--- config.mk ---
export PLATFORM = sky130hd
export DESIGN_NAME = dip_crest_monitor
export DESIGN_NICKNAME = d
export VERILOG_FILES = /design/src/verilog/dip_crest_pkg.sv /design/src/verilog/dip_phase_timer.sv /design/src/verilog/dip_crest_monitor.sv
export SDC_FILE = /design/constraint.sdc
export NUM_CORES = 1
export LEC_CHECK = 0
export BUFFER_PORTS_ARGS = -buffer_cell sky130_fd_sc_hd__buf_2
export CAP_MARGIN = 20
export CORE_MARGIN = 2
export CORE_UTILIZATION = 45
export CTS_CLUSTER_DIAMETER = 200
export DETAILED_ROUTE_END_ITERATION = 8
export GPL_TIMING_DRIVEN = 0
export PLACE_DENSITY = 0.66
export SETUP_SLACK_MARGIN = 0.3
export SYNTH_ARGS = -nofsm -noshare
export SYNTH_HDL_FRONTEND = slang
export SYNTH_SLANG_ARGS = --single-unit
--- constraint.sdc ---
create_clock -name sys_clk -period 7.35 [get_ports sys_clk]
set_clock_uncertainty 0.2 [all_clocks]
set_input_delay 1.47 -clock sys_clk [delete_from_list [all_inputs] [get_ports sys_clk]]
set_output_delay 1.47 -clock sys_clk [all_outputs]
set_load 0.02 [all_outputs]
--- src/verilog/dip_crest_pkg.sv ---
`default_nettype none
package dip_crest_pkg;

    // Register word addresses on the register port
    localparam logic [7:0] EVENT_STATUS_ADDR     = 8'h00;
    localparam logic [7:0] EVENT_ENABLE_ADDR     = 8'h04;
    localparam logic [7:0] PHASE_STATUS_ADDR     = 8'h08;
    localparam logic [7:0] DIP_THRESHOLD_ADDR    = 8'h0c;
    localparam logic [7:0] DIP_CYCLES_ADDR       = 8'h10;
    localparam logic [7:0] CREST_CYCLES_ADDR     = 8'h14;
    localparam logic [7:0] MEAS_MODE_ADDR        = 8'h18;
    localparam logic [7:0] CURRENT_CREST_ADDR    = 8'h1c;
    localparam logic [7:0] VOLTAGE_CREST_ADDR    = 8'h20;

    // Field positions
    localparam int DIP_BIT           = 16;
    localparam int CURRENT_DONE_BIT  = 23;
    localparam int VOLTAGE_DONE_BIT  = 24;
    localparam int DIP_PHASE_LSB     = 12;
    localparam int CREST_SEL_LSB     = 2;
    localparam int CREST_PHASE_LSB   = 24;
    localparam int SAMPLE_WIDTH      = 24;
    localparam int PHASES            = 3;

    // Reset values
    localparam logic [31:0] EVENT_ENABLE_RESET  = 32'h0000_0000;
    localparam logic [23:0] DIP_THRESHOLD_RESET = 24'h00_0000;
    localparam logic [7:0]  DIP_CYCLES_RESET    = 8'h01;
    localparam logic [7:0]  CREST_CYCLES_RESET  = 8'h00;
    localparam logic [2:0]  CREST_SEL_RESET     = 3'h0;

    // Thresholds of one count or less switch dip detection off
    localparam logic [23:0] DIP_THRESHOLD_OFF   = 24'h00_0001;
    // Largest magnitude of the high-pass output
    localparam logic [23:0] FULL_SCALE          = 24'h5a_7540;

    // Magnitude of a signed sample; the most negative code saturates
    function automatic logic [23:0] magnitude_of(input logic [23:0] sample);
        logic [23:0] neg;
        neg = 24'h00_0000 - sample;
        if (!sample[23])
            return sample;
        else if (neg[23])
            return 24'h7f_ffff;
        else
            return neg;
    endfunction : magnitude_of

endpackage : dip_crest_pkg
`default_nettype wire

--- src/verilog/dip_phase_timer.sv ---
`default_nettype none
module dip_phase_timer
    import dip_crest_pkg::*;
(
    input  wire logic        sys_clk,
    input  wire logic        resetn,
    input  wire logic        sample_valid,
    input  wire logic [23:0] magnitude,
    input  wire logic [23:0] dip_threshold,
    input  wire logic [7:0]  dip_half_cycles,
    input  wire logic        zero_cross,
    input  wire logic        restart,
    output logic             dip_event
);

    logic       below_all;
    logic [7:0] half_count;
    logic       detect_on;

    // Thresholds of 0 or 1 never trigger
    assign detect_on = (dip_threshold > DIP_THRESHOLD_OFF);

    // Half cycle counts only if every sample in it stayed at or under the threshold
    always_ff @(posedge sys_clk or negedge resetn)
    begin
        if (!resetn)
            below_all <= 1'b0;
        else if (restart || !detect_on)
            below_all <= 1'b0;
        else if (zero_cross)
            below_all <= 1'b1;
        else if (sample_valid && magnitude > dip_threshold)
            below_all <= 1'b0;
    end

    // Consecutive half cycles under threshold; fires at end of the Nth
    always_ff @(posedge sys_clk or negedge resetn)
    begin
        if (!resetn)
        begin
            half_count <= 8'h00;
            dip_event  <= 1'b0;
        end
        else
        begin
            dip_event <= 1'b0;
            // A threshold switched off must not let a pending count fire
            if (restart || !detect_on)
                half_count <= 8'h00;
            else if (zero_cross)
            begin
                if (!below_all)
                    half_count <= 8'h00;
                else if (half_count + 8'h01 >= dip_half_cycles && dip_half_cycles != 8'h00)
                begin
                    half_count <= 8'h00;
                    dip_event  <= 1'b1;
                end
                else
                    half_count <= half_count + 8'h01;
            end
        end
    end

    AST_DIP_RESTART_CLEARS: assert property (@(posedge sys_clk) disable iff (!resetn)
        restart |=> (half_count == 8'h00) && !dip_event)
        else $error("dip counter not cleared by restart");

    AST_DIP_OFF_SILENT: assert property (@(posedge sys_clk) disable iff (!resetn)
        (!detect_on)[*2] |-> !dip_event)
        else $error("dip fired with threshold switched off");

endmodule : dip_phase_timer
`default_nettype wire

--- src/verilog/dip_crest_monitor.sv ---
`default_nettype none
// Functional notes
// - Flag a phase whose voltage magnitude stays at or under threshold for N half cycles.
// - A dip sets event status bit 16 and that phase's flag together.
// - Writing one to status bit 16 clears it, all phase flags, releases interrupt.
// - Dip fires at end of Nth half cycle under threshold; zero is invalid.
// - With enable bit 16 set, interrupt falls in the cycle status bit sets.
// - A later dip on another phase replaces the earlier phase flag.
// - Writing dip cycle count with threshold set restarts the half-cycle counter.
// - Threshold compared with filtered magnitude; 0 or 1 never triggers.
// - Threshold reads and writes as 32-bit word, top eight bits zero.
// - Track largest voltage and current magnitudes per window in low 24 bits.
// - Select bits 2..4 pick phases; every selected zero crossing counts.
// - Each stored crest sets one phase bit of 26..24, clearing the old one.
// - Crest value and phase stored at window end, held through next window.
// - Window end sets status bit 23 for current, bit 24 for voltage.
// - Enabled crest status bits pull the interrupt low at window end.
// - Writing crest cycle count with phases selected restarts the window counter.
module dip_crest_monitor
    import dip_crest_pkg::*;
(
    input  wire logic               sys_clk,
    input  wire logic               resetn,
    // Register port behind the serial interface
    input  wire logic               reg_write,
    input  wire logic               reg_read,
    input  wire logic [7:0]         reg_addr,
    input  wire logic [31:0]        reg_wdata,
    output logic      [31:0]        reg_rdata,
    output logic                    reg_rvalid,
    // Filtered samples and zero-crossing events, same clock
    input  wire logic               sample_valid,
    input  wire logic [2:0][23:0]   volt_sample,
    input  wire logic [2:0][23:0]   curr_sample,
    input  wire logic [2:0]         zero_cross,
    // Interrupt pin
    output logic                    event_irq_n
);

    logic [31:0]      event_status_reg;
    logic [31:0]      next_status;
    logic [31:0]      event_enable_reg;
    logic [2:0]       dip_phase_flags;
    logic [23:0]      dip_threshold;
    logic [7:0]       dip_half_cycles;
    logic [7:0]       crest_half_cycles;
    logic [2:0]       crest_phase_select;
    logic [31:0]      current_crest_record;
    logic [31:0]      voltage_crest_record;
    logic [2:0]       dip_event;
    logic             dip_restart;
    logic             crest_restart;
    logic [7:0]       window_count;
    logic [7:0]       next_window_count;
    logic             window_end;
    logic [23:0]      volt_max;
    logic [2:0]       volt_max_phase;
    logic [23:0]      curr_max;
    logic [2:0]       curr_max_phase;
    logic [23:0]      next_volt_max;
    logic [2:0]       next_volt_phase;
    logic [23:0]      next_curr_max;
    logic [2:0]       next_curr_phase;
    logic [2:0][23:0] volt_mag;
    logic [2:0][23:0] curr_mag;
    logic             status_write;
    logic [2:0]       zero_cross_sel;

    assign status_write = reg_write && (reg_addr == EVENT_STATUS_ADDR);
    // Restart only when the matching function is armed
    assign dip_restart   = reg_write && (reg_addr == DIP_CYCLES_ADDR) && (dip_threshold != 24'h00_0000);
    assign crest_restart = reg_write && (reg_addr == CREST_CYCLES_ADDR) && (crest_phase_select != 3'h0);
    assign zero_cross_sel = zero_cross & crest_phase_select;

    // One dip timer per phase
    genvar ph;
    generate
        for (ph = 0; ph < PHASES; ph++)
        begin : g_phase
            assign volt_mag[ph] = magnitude_of(volt_sample[ph]);
            assign curr_mag[ph] = magnitude_of(curr_sample[ph]);

            dip_phase_timer u_dip_timer (
                .sys_clk         (sys_clk),
                .resetn          (resetn),
                .sample_valid    (sample_valid),
                .magnitude       (volt_mag[ph]),
                .dip_threshold   (dip_threshold),
                .dip_half_cycles (dip_half_cycles),
                .zero_cross      (zero_cross[ph]),
                .restart         (dip_restart),
                .dip_event       (dip_event[ph])
            );
        end
    endgenerate

    // Configuration registers written by the host
    always_ff @(posedge sys_clk or negedge resetn)
    begin
        if (!resetn)
        begin
            event_enable_reg   <= EVENT_ENABLE_RESET;
            dip_threshold      <= DIP_THRESHOLD_RESET;
            dip_half_cycles    <= DIP_CYCLES_RESET;
            crest_half_cycles  <= CREST_CYCLES_RESET;
            crest_phase_select <= CREST_SEL_RESET;
        end
        else if (reg_write)
        begin
            case (reg_addr)
                EVENT_ENABLE_ADDR:  event_enable_reg   <= reg_wdata;
                DIP_THRESHOLD_ADDR: dip_threshold      <= reg_wdata[23:0];
                DIP_CYCLES_ADDR:    dip_half_cycles    <= reg_wdata[7:0];
                CREST_CYCLES_ADDR:  crest_half_cycles  <= reg_wdata[7:0];
                MEAS_MODE_ADDR:     crest_phase_select <= reg_wdata[CREST_SEL_LSB +: 3];
                default:            ;
            endcase
        end
    end

    // Status: hardware set wins over a write-one clear in the same cycle
    always_comb
    begin
        next_status = event_status_reg;
        if (status_write)
            next_status = next_status & ~reg_wdata;
        if (|dip_event)
            next_status[DIP_BIT] = 1'b1;
        if (window_end)
        begin
            next_status[CURRENT_DONE_BIT] = 1'b1;
            next_status[VOLTAGE_DONE_BIT] = 1'b1;
        end
        next_status = next_status & ((32'h1 << DIP_BIT) | (32'h1 << CURRENT_DONE_BIT) | (32'h1 << VOLTAGE_DONE_BIT));
    end

    always_ff @(posedge sys_clk or negedge resetn)
    begin
        if (!resetn)
            event_status_reg <= 32'h0000_0000;
        else
            event_status_reg <= next_status;
    end

    // Interrupt registered from next status so it falls with the status bit
    always_ff @(posedge sys_clk or negedge resetn)
    begin
        if (!resetn)
            event_irq_n <= 1'b1;
        else
            event_irq_n <= ~|(next_status & event_enable_reg);
    end

    // Phase flags show only the latest dip; cleared with the status bit
    always_ff @(posedge sys_clk or negedge resetn)
    begin
        if (!resetn)
            dip_phase_flags <= 3'h0;
        else if (|dip_event)
            dip_phase_flags <= dip_event;
        else if (status_write && reg_wdata[DIP_BIT])
            dip_phase_flags <= 3'h0;
    end

    // Crest window counter over zero crossings of all selected phases
    always_comb
    begin
        next_window_count = window_count;
        for (int i = 0; i < PHASES; i++)
        begin
            if (zero_cross_sel[i])
                next_window_count = next_window_count + 8'h01;
        end
        window_end = (crest_half_cycles != 8'h00) && (|zero_cross_sel)
                     && (next_window_count >= crest_half_cycles);
    end

    always_ff @(posedge sys_clk or negedge resetn)
    begin
        if (!resetn)
            window_count <= 8'h00;
        else if (crest_restart)
            window_count <= 8'h00;
        else if (window_end)
            window_count <= 8'h00;
        else
            window_count <= next_window_count;
    end

    // Largest magnitude among selected phases including this sample
    always_comb
    begin
        next_volt_max   = volt_max;
        next_volt_phase = volt_max_phase;
        next_curr_max   = curr_max;
        next_curr_phase = curr_max_phase;
        if (sample_valid)
        begin
            for (int i = 0; i < PHASES; i++)
            begin
                if (crest_phase_select[i] && volt_mag[i] > next_volt_max)
                begin
                    next_volt_max   = volt_mag[i];
                    next_volt_phase = 3'h1 << i;
                end
                if (crest_phase_select[i] && curr_mag[i] > next_curr_max)
                begin
                    next_curr_max   = curr_mag[i];
                    next_curr_phase = 3'h1 << i;
                end
            end
        end
    end

    // Running maxima restart with each window and on a count rewrite
    always_ff @(posedge sys_clk or negedge resetn)
    begin
        if (!resetn)
        begin
            volt_max       <= 24'h00_0000;
            volt_max_phase <= 3'h0;
            curr_max       <= 24'h00_0000;
            curr_max_phase <= 3'h0;
        end
        else if (window_end || crest_restart)
        begin
            volt_max       <= 24'h00_0000;
            volt_max_phase <= 3'h0;
            curr_max       <= 24'h00_0000;
            curr_max_phase <= 3'h0;
        end
        else
        begin
            volt_max       <= next_volt_max;
            volt_max_phase <= next_volt_phase;
            curr_max       <= next_curr_max;
            curr_max_phase <= next_curr_phase;
        end
    end

    // Records only change at window end, so reads mid-window are stable
    always_ff @(posedge sys_clk or negedge resetn)
    begin
        if (!resetn)
        begin
            current_crest_record <= 32'h0000_0000;
            voltage_crest_record <= 32'h0000_0000;
        end
        else if (window_end)
        begin
            current_crest_record <= {5'h00, next_curr_phase, next_curr_max};
            voltage_crest_record <= {5'h00, next_volt_phase, next_volt_max};
        end
    end

    // Read data registered; unmapped addresses read zero
    always_ff @(posedge sys_clk or negedge resetn)
    begin
        if (!resetn)
        begin
            reg_rdata  <= 32'h0000_0000;
            reg_rvalid <= 1'b0;
        end
        else
        begin
            reg_rvalid <= reg_read;
            if (reg_read)
            begin
                case (reg_addr)
                    EVENT_STATUS_ADDR:  reg_rdata <= event_status_reg;
                    EVENT_ENABLE_ADDR:  reg_rdata <= event_enable_reg;
                    PHASE_STATUS_ADDR:  reg_rdata <= {17'h0_0000, dip_phase_flags, 12'h000};
                    DIP_THRESHOLD_ADDR: reg_rdata <= {8'h00, dip_threshold};
                    DIP_CYCLES_ADDR:    reg_rdata <= {24'h00_0000, dip_half_cycles};
                    CREST_CYCLES_ADDR:  reg_rdata <= {24'h00_0000, crest_half_cycles};
                    MEAS_MODE_ADDR:     reg_rdata <= {27'h000_0000, crest_phase_select, 2'h0};
                    CURRENT_CREST_ADDR: reg_rdata <= current_crest_record;
                    VOLTAGE_CREST_ADDR: reg_rdata <= voltage_crest_record;
                    default:            reg_rdata <= 32'h0000_0000;
                endcase
            end
        end
    end

    AST_DIP_SETS_STATUS: assert property (@(posedge sys_clk) disable iff (!resetn)
        (|dip_event) |=> event_status_reg[DIP_BIT] && (dip_phase_flags == $past(dip_event)))
        else $error("dip did not set status and phase flag");

    AST_DIP_LATEST_PHASE: assert property (@(posedge sys_clk) disable iff (!resetn)
        (dip_phase_flags == 3'b001 && dip_event == 3'b010) |=> dip_phase_flags == 3'b010)
        else $error("older dip phase flag not replaced");

    AST_DIP_CLEAR: assert property (@(posedge sys_clk) disable iff (!resetn)
        (status_write && reg_wdata[DIP_BIT] && !(|dip_event))
        |=> !event_status_reg[DIP_BIT] && dip_phase_flags == 3'h0)
        else $error("dip write-one clear failed");

    AST_DIP_IRQ: assert property (@(posedge sys_clk) disable iff (!resetn)
        ($rose(event_status_reg[DIP_BIT]) && $past(event_enable_reg[DIP_BIT])) |-> !event_irq_n)
        else $error("interrupt not low with dip status");

    AST_IRQ_MATCHES: assert property (@(posedge sys_clk) disable iff (!resetn)
        event_irq_n == !(|(event_status_reg & $past(event_enable_reg) & event_enable_reg))
        || $changed(event_enable_reg))
        else $error("interrupt pin disagrees with enabled status");

    AST_CREST_STATUS: assert property (@(posedge sys_clk) disable iff (!resetn)
        window_end |=> event_status_reg[CURRENT_DONE_BIT] && event_status_reg[VOLTAGE_DONE_BIT])
        else $error("window end did not set crest status");

    AST_CREST_HOLD: assert property (@(posedge sys_clk) disable iff (!resetn)
        !window_end |=> $stable(current_crest_record) && $stable(voltage_crest_record))
        else $error("crest record changed inside a window");

    AST_CREST_ONEHOT: assert property (@(posedge sys_clk) disable iff (!resetn)
        $past(window_end) && crest_phase_select != 3'h0 && $past(sample_valid)
        |-> $countones(voltage_crest_record[CREST_PHASE_LSB +: 3]) <= 1)
        else $error("crest phase bits not one-hot");

    AST_CREST_RESTART: assert property (@(posedge sys_clk) disable iff (!resetn)
        crest_restart |=> window_count == 8'h00)
        else $error("crest window counter not restarted");

    AST_CREST_IRQ: assert property (@(posedge sys_clk) disable iff (!resetn)
        (window_end && event_enable_reg[VOLTAGE_DONE_BIT]) |=> !event_irq_n)
        else $error("enabled crest window end left interrupt high");

    AST_DIP_FLAGS_WITH_STATUS: assert property (@(posedge sys_clk) disable iff (!resetn)
        (dip_phase_flags != 3'h0) |-> event_status_reg[DIP_BIT])
        else $error("dip phase flag set without dip status");

    COV_DIP_IRQ: cover property (@(posedge sys_clk) disable iff (!resetn)
        (|dip_event) ##1 !event_irq_n);
    COV_DIP_PHASE_SWAP: cover property (@(posedge sys_clk) disable iff (!resetn)
        dip_phase_flags == 3'b001 ##[1:1000] dip_phase_flags == 3'b010);
    COV_CREST_END: cover property (@(posedge sys_clk) disable iff (!resetn)
        window_end && crest_phase_select == 3'b011);

endmodule : dip_crest_monitor
`default_nettype wire

==> impl_metrics.prom <==
# TYPE chip_impl_metric gauge
chip_impl_metric{name="worstPathMaxFanout",unit=""} 8
chip_impl_metric{name="rows",unit=""} 82
chip_impl_metric{name="wl_met3",unit="um"} 9810
chip_impl_metric{name="grt_pass1_vias",unit=""} 24100
chip_impl_metric{name="cts-htree-levels",unit=""} 1
chip_impl_metric{name="drt-wirelength-per-cell",unit="um"} 26.0
chip_impl_metric{name="worstPathRequired",unit="ns"} 7.59
chip_impl_metric{name="finalWorstPathRequiredPeriod",unit="ns"} 8.97
chip_impl_metric{name="worst_hold_slack_across_all_endpoints",unit="ns"} 0.285
chip_impl_metric{name="report.final.setup_viol",unit=""} 104
chip_impl_info{name="crit_path_end_kind",value="flip-flop"} 1
chip_impl_metric{name="drt-vias-per-instance",unit=""} 6.43
chip_impl_metric{name="synthesis.nets",unit=""} 3172
chip_impl_metric{name="numCtsBuffers",unit=""} 30
chip_impl_info{name="setup.worst_path.class",value="input port to flip-flop"} 1
chip_impl_metric{name="syn-instance-count",unit=""} 2729
chip_impl_info{name="setup_repair_after_global_routing_missed_its_margin",value="yes"} 1
chip_impl_info{name="cell_occurring_most_often_along_the_worst_timing_path",value="sky130_fd_sc_hd__buf_8"} 1
chip_impl_metric{name="critical_path.max_stage_delay",unit="ns"} 0.55
chip_impl_metric{name="synth.yosys.seq_area_share",unit="%"} 28.4
chip_impl_metric{name="chipWidth",unit="um"} 230
chip_impl_metric{name="drc",unit=""} 0
chip_impl_info{name="hold_path_class",value="flip-flop to flip-flop"} 1
chip_impl_metric{name="cts.sinks",unit=""} 261
chip_impl_metric{name="number_of_hold_buffers_added_after_cts",unit=""} 0
chip_impl_metric{name="areaGrowthSynthToFinish",unit="%"} 33.9
chip_impl_metric{name="largest_net_degree_at_the_start_of_global_routing",unit=""} 114
chip_impl_metric{name="power_density",unit="nW/um2"} 222
chip_impl_metric{name="maximum_root_to_sink_buffer_count",unit=""} 3
chip_impl_metric{name="gpl.final_weighted_congestion",unit=""} 1.01
chip_impl_metric{name="leakage",unit="nW"} 13.7
chip_impl_metric{name="drt_pre_antenna_iters",unit=""} 6
chip_impl_metric{name="finalHoldViolations",unit=""} 0
chip_impl_metric{name="multi_input_area",unit="um2"} 18000
chip_impl_metric{name="final_layout_size_suffix_gt1_share",unit="%"} 29.5
chip_impl_metric{name="core",unit="um2"} 50400
chip_impl_metric{name="clock_latency",unit="ns"} 0.58
chip_impl_metric{name="num-fill-cells",unit=""} 4338
chip_impl_metric{name="timing.critical_path.arrival",unit="ns"} 9.22
chip_impl_metric{name="port-buffer-count",unit=""} 217
chip_impl_metric{name="antenna_left",unit=""} 0
chip_impl_metric{name="grt_antenna_before_repair",unit=""} 4
chip_impl_metric{name="layout_setup_ws",unit="ns"} -1.62
chip_impl_metric{name="relSlewSlack",unit="%"} 14.1
chip_impl_metric{name="worst_pin_slew",unit="ns"} 1.28
chip_impl_info{name="crit_family",value="compound AO/OA/AOI/OAI gates"} 1
chip_impl_metric{name="peakVddDrop",unit="mV"} 0.175
chip_impl_metric{name="grt_first_pass_wirelength",unit="um"} 148000
chip_impl_info{name="uppermost_metal_layer_occupied_by_signal_nets",value="met4"} 1
chip_impl_metric{name="synth_area_per_cell",unit="um2"} 8.44
chip_impl_metric{name="drt_iter0_markers",unit=""} 2426
chip_impl_info{name="startpoint_type",value="input port"} 1
chip_impl_metric{name="detailroute.via_count",unit=""} 24700
chip_impl_metric{name="routed_wirelength",unit="um"} 100000
chip_impl_metric{name="met2_length",unit="um"} 43500
chip_impl_metric{name="final_min_period_over_clock_period",unit="%"} 122
chip_impl_metric{name="ys_ff_latch",unit=""} 261
chip_impl_metric{name="start_util",unit="%"} 45.7
chip_impl_metric{name="globalRoute.totalOverflow",unit=""} 0
chip_impl_metric{name="max_freq",unit="MHz"} 111
chip_impl_info{name="violations",value="setup timing"} 1
chip_impl_metric{name="grt_util_all_layers",unit="%"} 36.5
chip_impl_metric{name="maxSlewViolCount",unit=""} 0
chip_impl_metric{name="clk_pin_slew_worst_paths",unit="ns"} 0.06
chip_impl_metric{name="chipHeight",unit="um"} 230
chip_impl_metric{name="syn-cell-area",unit="um2"} 23000
chip_impl_metric{name="synth-async-reset-ratio",unit="%"} 100
chip_impl_metric{name="layout.nets",unit=""} 3591
chip_impl_metric{name="wire_length_the_detailed_router_placed_on_met1",unit="um"} 42700
chip_impl_metric{name="synth_cell_types",unit=""} 85
chip_impl_info{name="root_buffer",value="sky130_fd_sc_hd__clkbuf_16"} 1
chip_impl_metric{name="synthesis.yosys.warnings",unit=""} 0
chip_impl_metric{name="detailedPlacementHpwl",unit="um"} 77300
chip_impl_info{name="synth_flop_cell",value="sky130_fd_sc_hd__dfrtp_1"} 1
chip_impl_metric{name="synth_edf_count",unit=""} 0
chip_impl_metric{name="worst-path-buf-inv",unit=""} 7
chip_impl_metric{name="timing.max_cap.violations",unit=""} 0
chip_impl_info{name="run_status",value="complete, but fails checks"} 1
chip_impl_metric{name="design.die.area",unit="um2"} 53000
chip_impl_metric{name="i_o_pin_count",unit=""} 226
chip_impl_metric{name="postLayoutCoreUtil",unit="%"} 61.2
chip_impl_metric{name="regArea",unit="um2"} 6530
chip_impl_info{name="critical_path.slowest_cell",value="sky130_fd_sc_hd__or4_4"} 1
chip_impl_info{name="tritoncts",value="done"} 1
[worst reg2reg max path: cells and delay by family, from the launching register on]
family          cells  cell delay (ns)
buf+inv             8             1.10
mux                 1             0.39
compound gates     10             2.22
fa+ha+maj           3             0.82
simple gates       10             1.89
flops               1             0.52
[cell type report]
type	instances	share of cell area, %
timing repair buffer	386	9.13
clock buffer	43	2.82
multi-input combinational	2177	58.3
buffer	121	2.81
tap	672	2.73
sequential	261	21.2
antenna	5	0.0406
clock inverter	12	0.856
inverter	171	2.11
[metrics by stage]
step                instances  power (mW)  setup WS (ns)  TNS (ns)  cell area (um2)
floorplan                2729        3.42          -1.28   -117.72            23500
global placement         3618        4.32          -3.64   -373.20            25500
detailed placement       3623        4.39          -3.61   -334.59            25500
CTS                      3791        6.51          -1.45   -138.01            29500
global route             3844        7.15          -1.79   -169.83            30800
finish                   3848        6.84          -1.62   -152.95            30800
[worst paths after layout]
| check | startpoint | end | slack [ns] | cells after the start |
|---|---|---|---|---|
| setup reg to reg | volt_max[14]$_DFF_PN0_ | volt_max[9]$_DFF_PN0_ | 0.08 | 32 |
| hold / removal | voltage_crest_record[25]$_DFFE_PN0P_ | voltage_crest_record[25]$_DFFE_PN0P_ | 0.28 | 2 |
| hold reg to reg | voltage_crest_record[25]$_DFFE_PN0P_ | voltage_crest_record[25]$_DFFE_PN0P_ | 0.28 | 2 |
| setup / recovery | curr_sample[12] | current_crest_record[18]$_DFFE_PN0P_ | -1.62 | 37 |
| max in group asynchronous | resetn | curr_max[16]$_DFF_PN0_ | 4.98 | 3 |
| min in group asynchronous | resetn | event_enable_reg[17]$_DFFE_PN0P_ | 0.64 | 1 |
[cells by family after synthesis]
kind of cell | synth area share, %
compound gates | 25.5
simple gates | 17.4
buf+inv | 4.87
flops | 28.4
fa+ha+maj | 13.6
mux | 6.82
xor+xnor | 3.38
[power by group]
part	internal (mW)	leakage, nW	switching, mW
registers	1.68	3.42	0.343
logic	1.31	9.68	1.81
clock network	1.07	0.553	0.639
[synthesized netlist by cell type (all sizes together) (10+ instances only)]
library cell	n	area [um2]
a21o	86	646
o211ai	41	308
a221oi	35	313
or3	28	180
nor2b	22	138
a22o	30	263
dfrtp	259	6480
nor3	56	280
or2	15	93.8
a21oi	125	637
inv	171	642
a211o	15	131
nand2	253	950
a211oi	30	225
o41ai	12	105
xor2	61	534
a311oi	13	114
buf	16	81.3
a21boi	21	158
a31oi	45	282
o21a	31	233
nand2b	15	93.8
nor2	196	741
a221o	10	100
o31ai	38	295
xnor2	28	245
mux2i	59	591
and2	22	138
or4	13	105
clkbuf	106	398
o21ai	204	1020
and3	24	155
nand3	83	420
nand4	43	269
nor4	34	240
o22ai	35	219
mux2	87	980
ha	251	3140
[layout by cell type (no fill, tap or decap), types with 82 or more instances in the layout]
cell	netlist	routed
sky130_fd_sc_hd__buf_4	0	116
sky130_fd_sc_hd__nor2_1	194	177
sky130_fd_sc_hd__mux2_2	87	82
sky130_fd_sc_hd__ha_1	251	225
sky130_fd_sc_hd__inv_1	171	165
sky130_fd_sc_hd__o21ai_0	198	133
sky130_fd_sc_hd__dfrtp_1	259	259
sky130_fd_sc_hd__nand2_1	253	222
sky130_fd_sc_hd__a21oi_1	124	107
sky130_fd_sc_hd__clkbuf_1	106	82
sky130_fd_sc_hd__buf_2	11	216
[routing by layer]
metal  vias to the layer above  track usage [%]
li1                      11100                -
met1                     12100             51.1
met2                      1310             57.0
met3                       272             6.50
met4                         0             11.6
met5                         -                0
[what timing repair did]
item	in CTS	in global routing
setup endpoints to repair	104	104
pin swaps	101	89
resized for setup	365	201
buffers inserted	102	41
gates cloned	12	4
(Power assumes the default switching activity.)
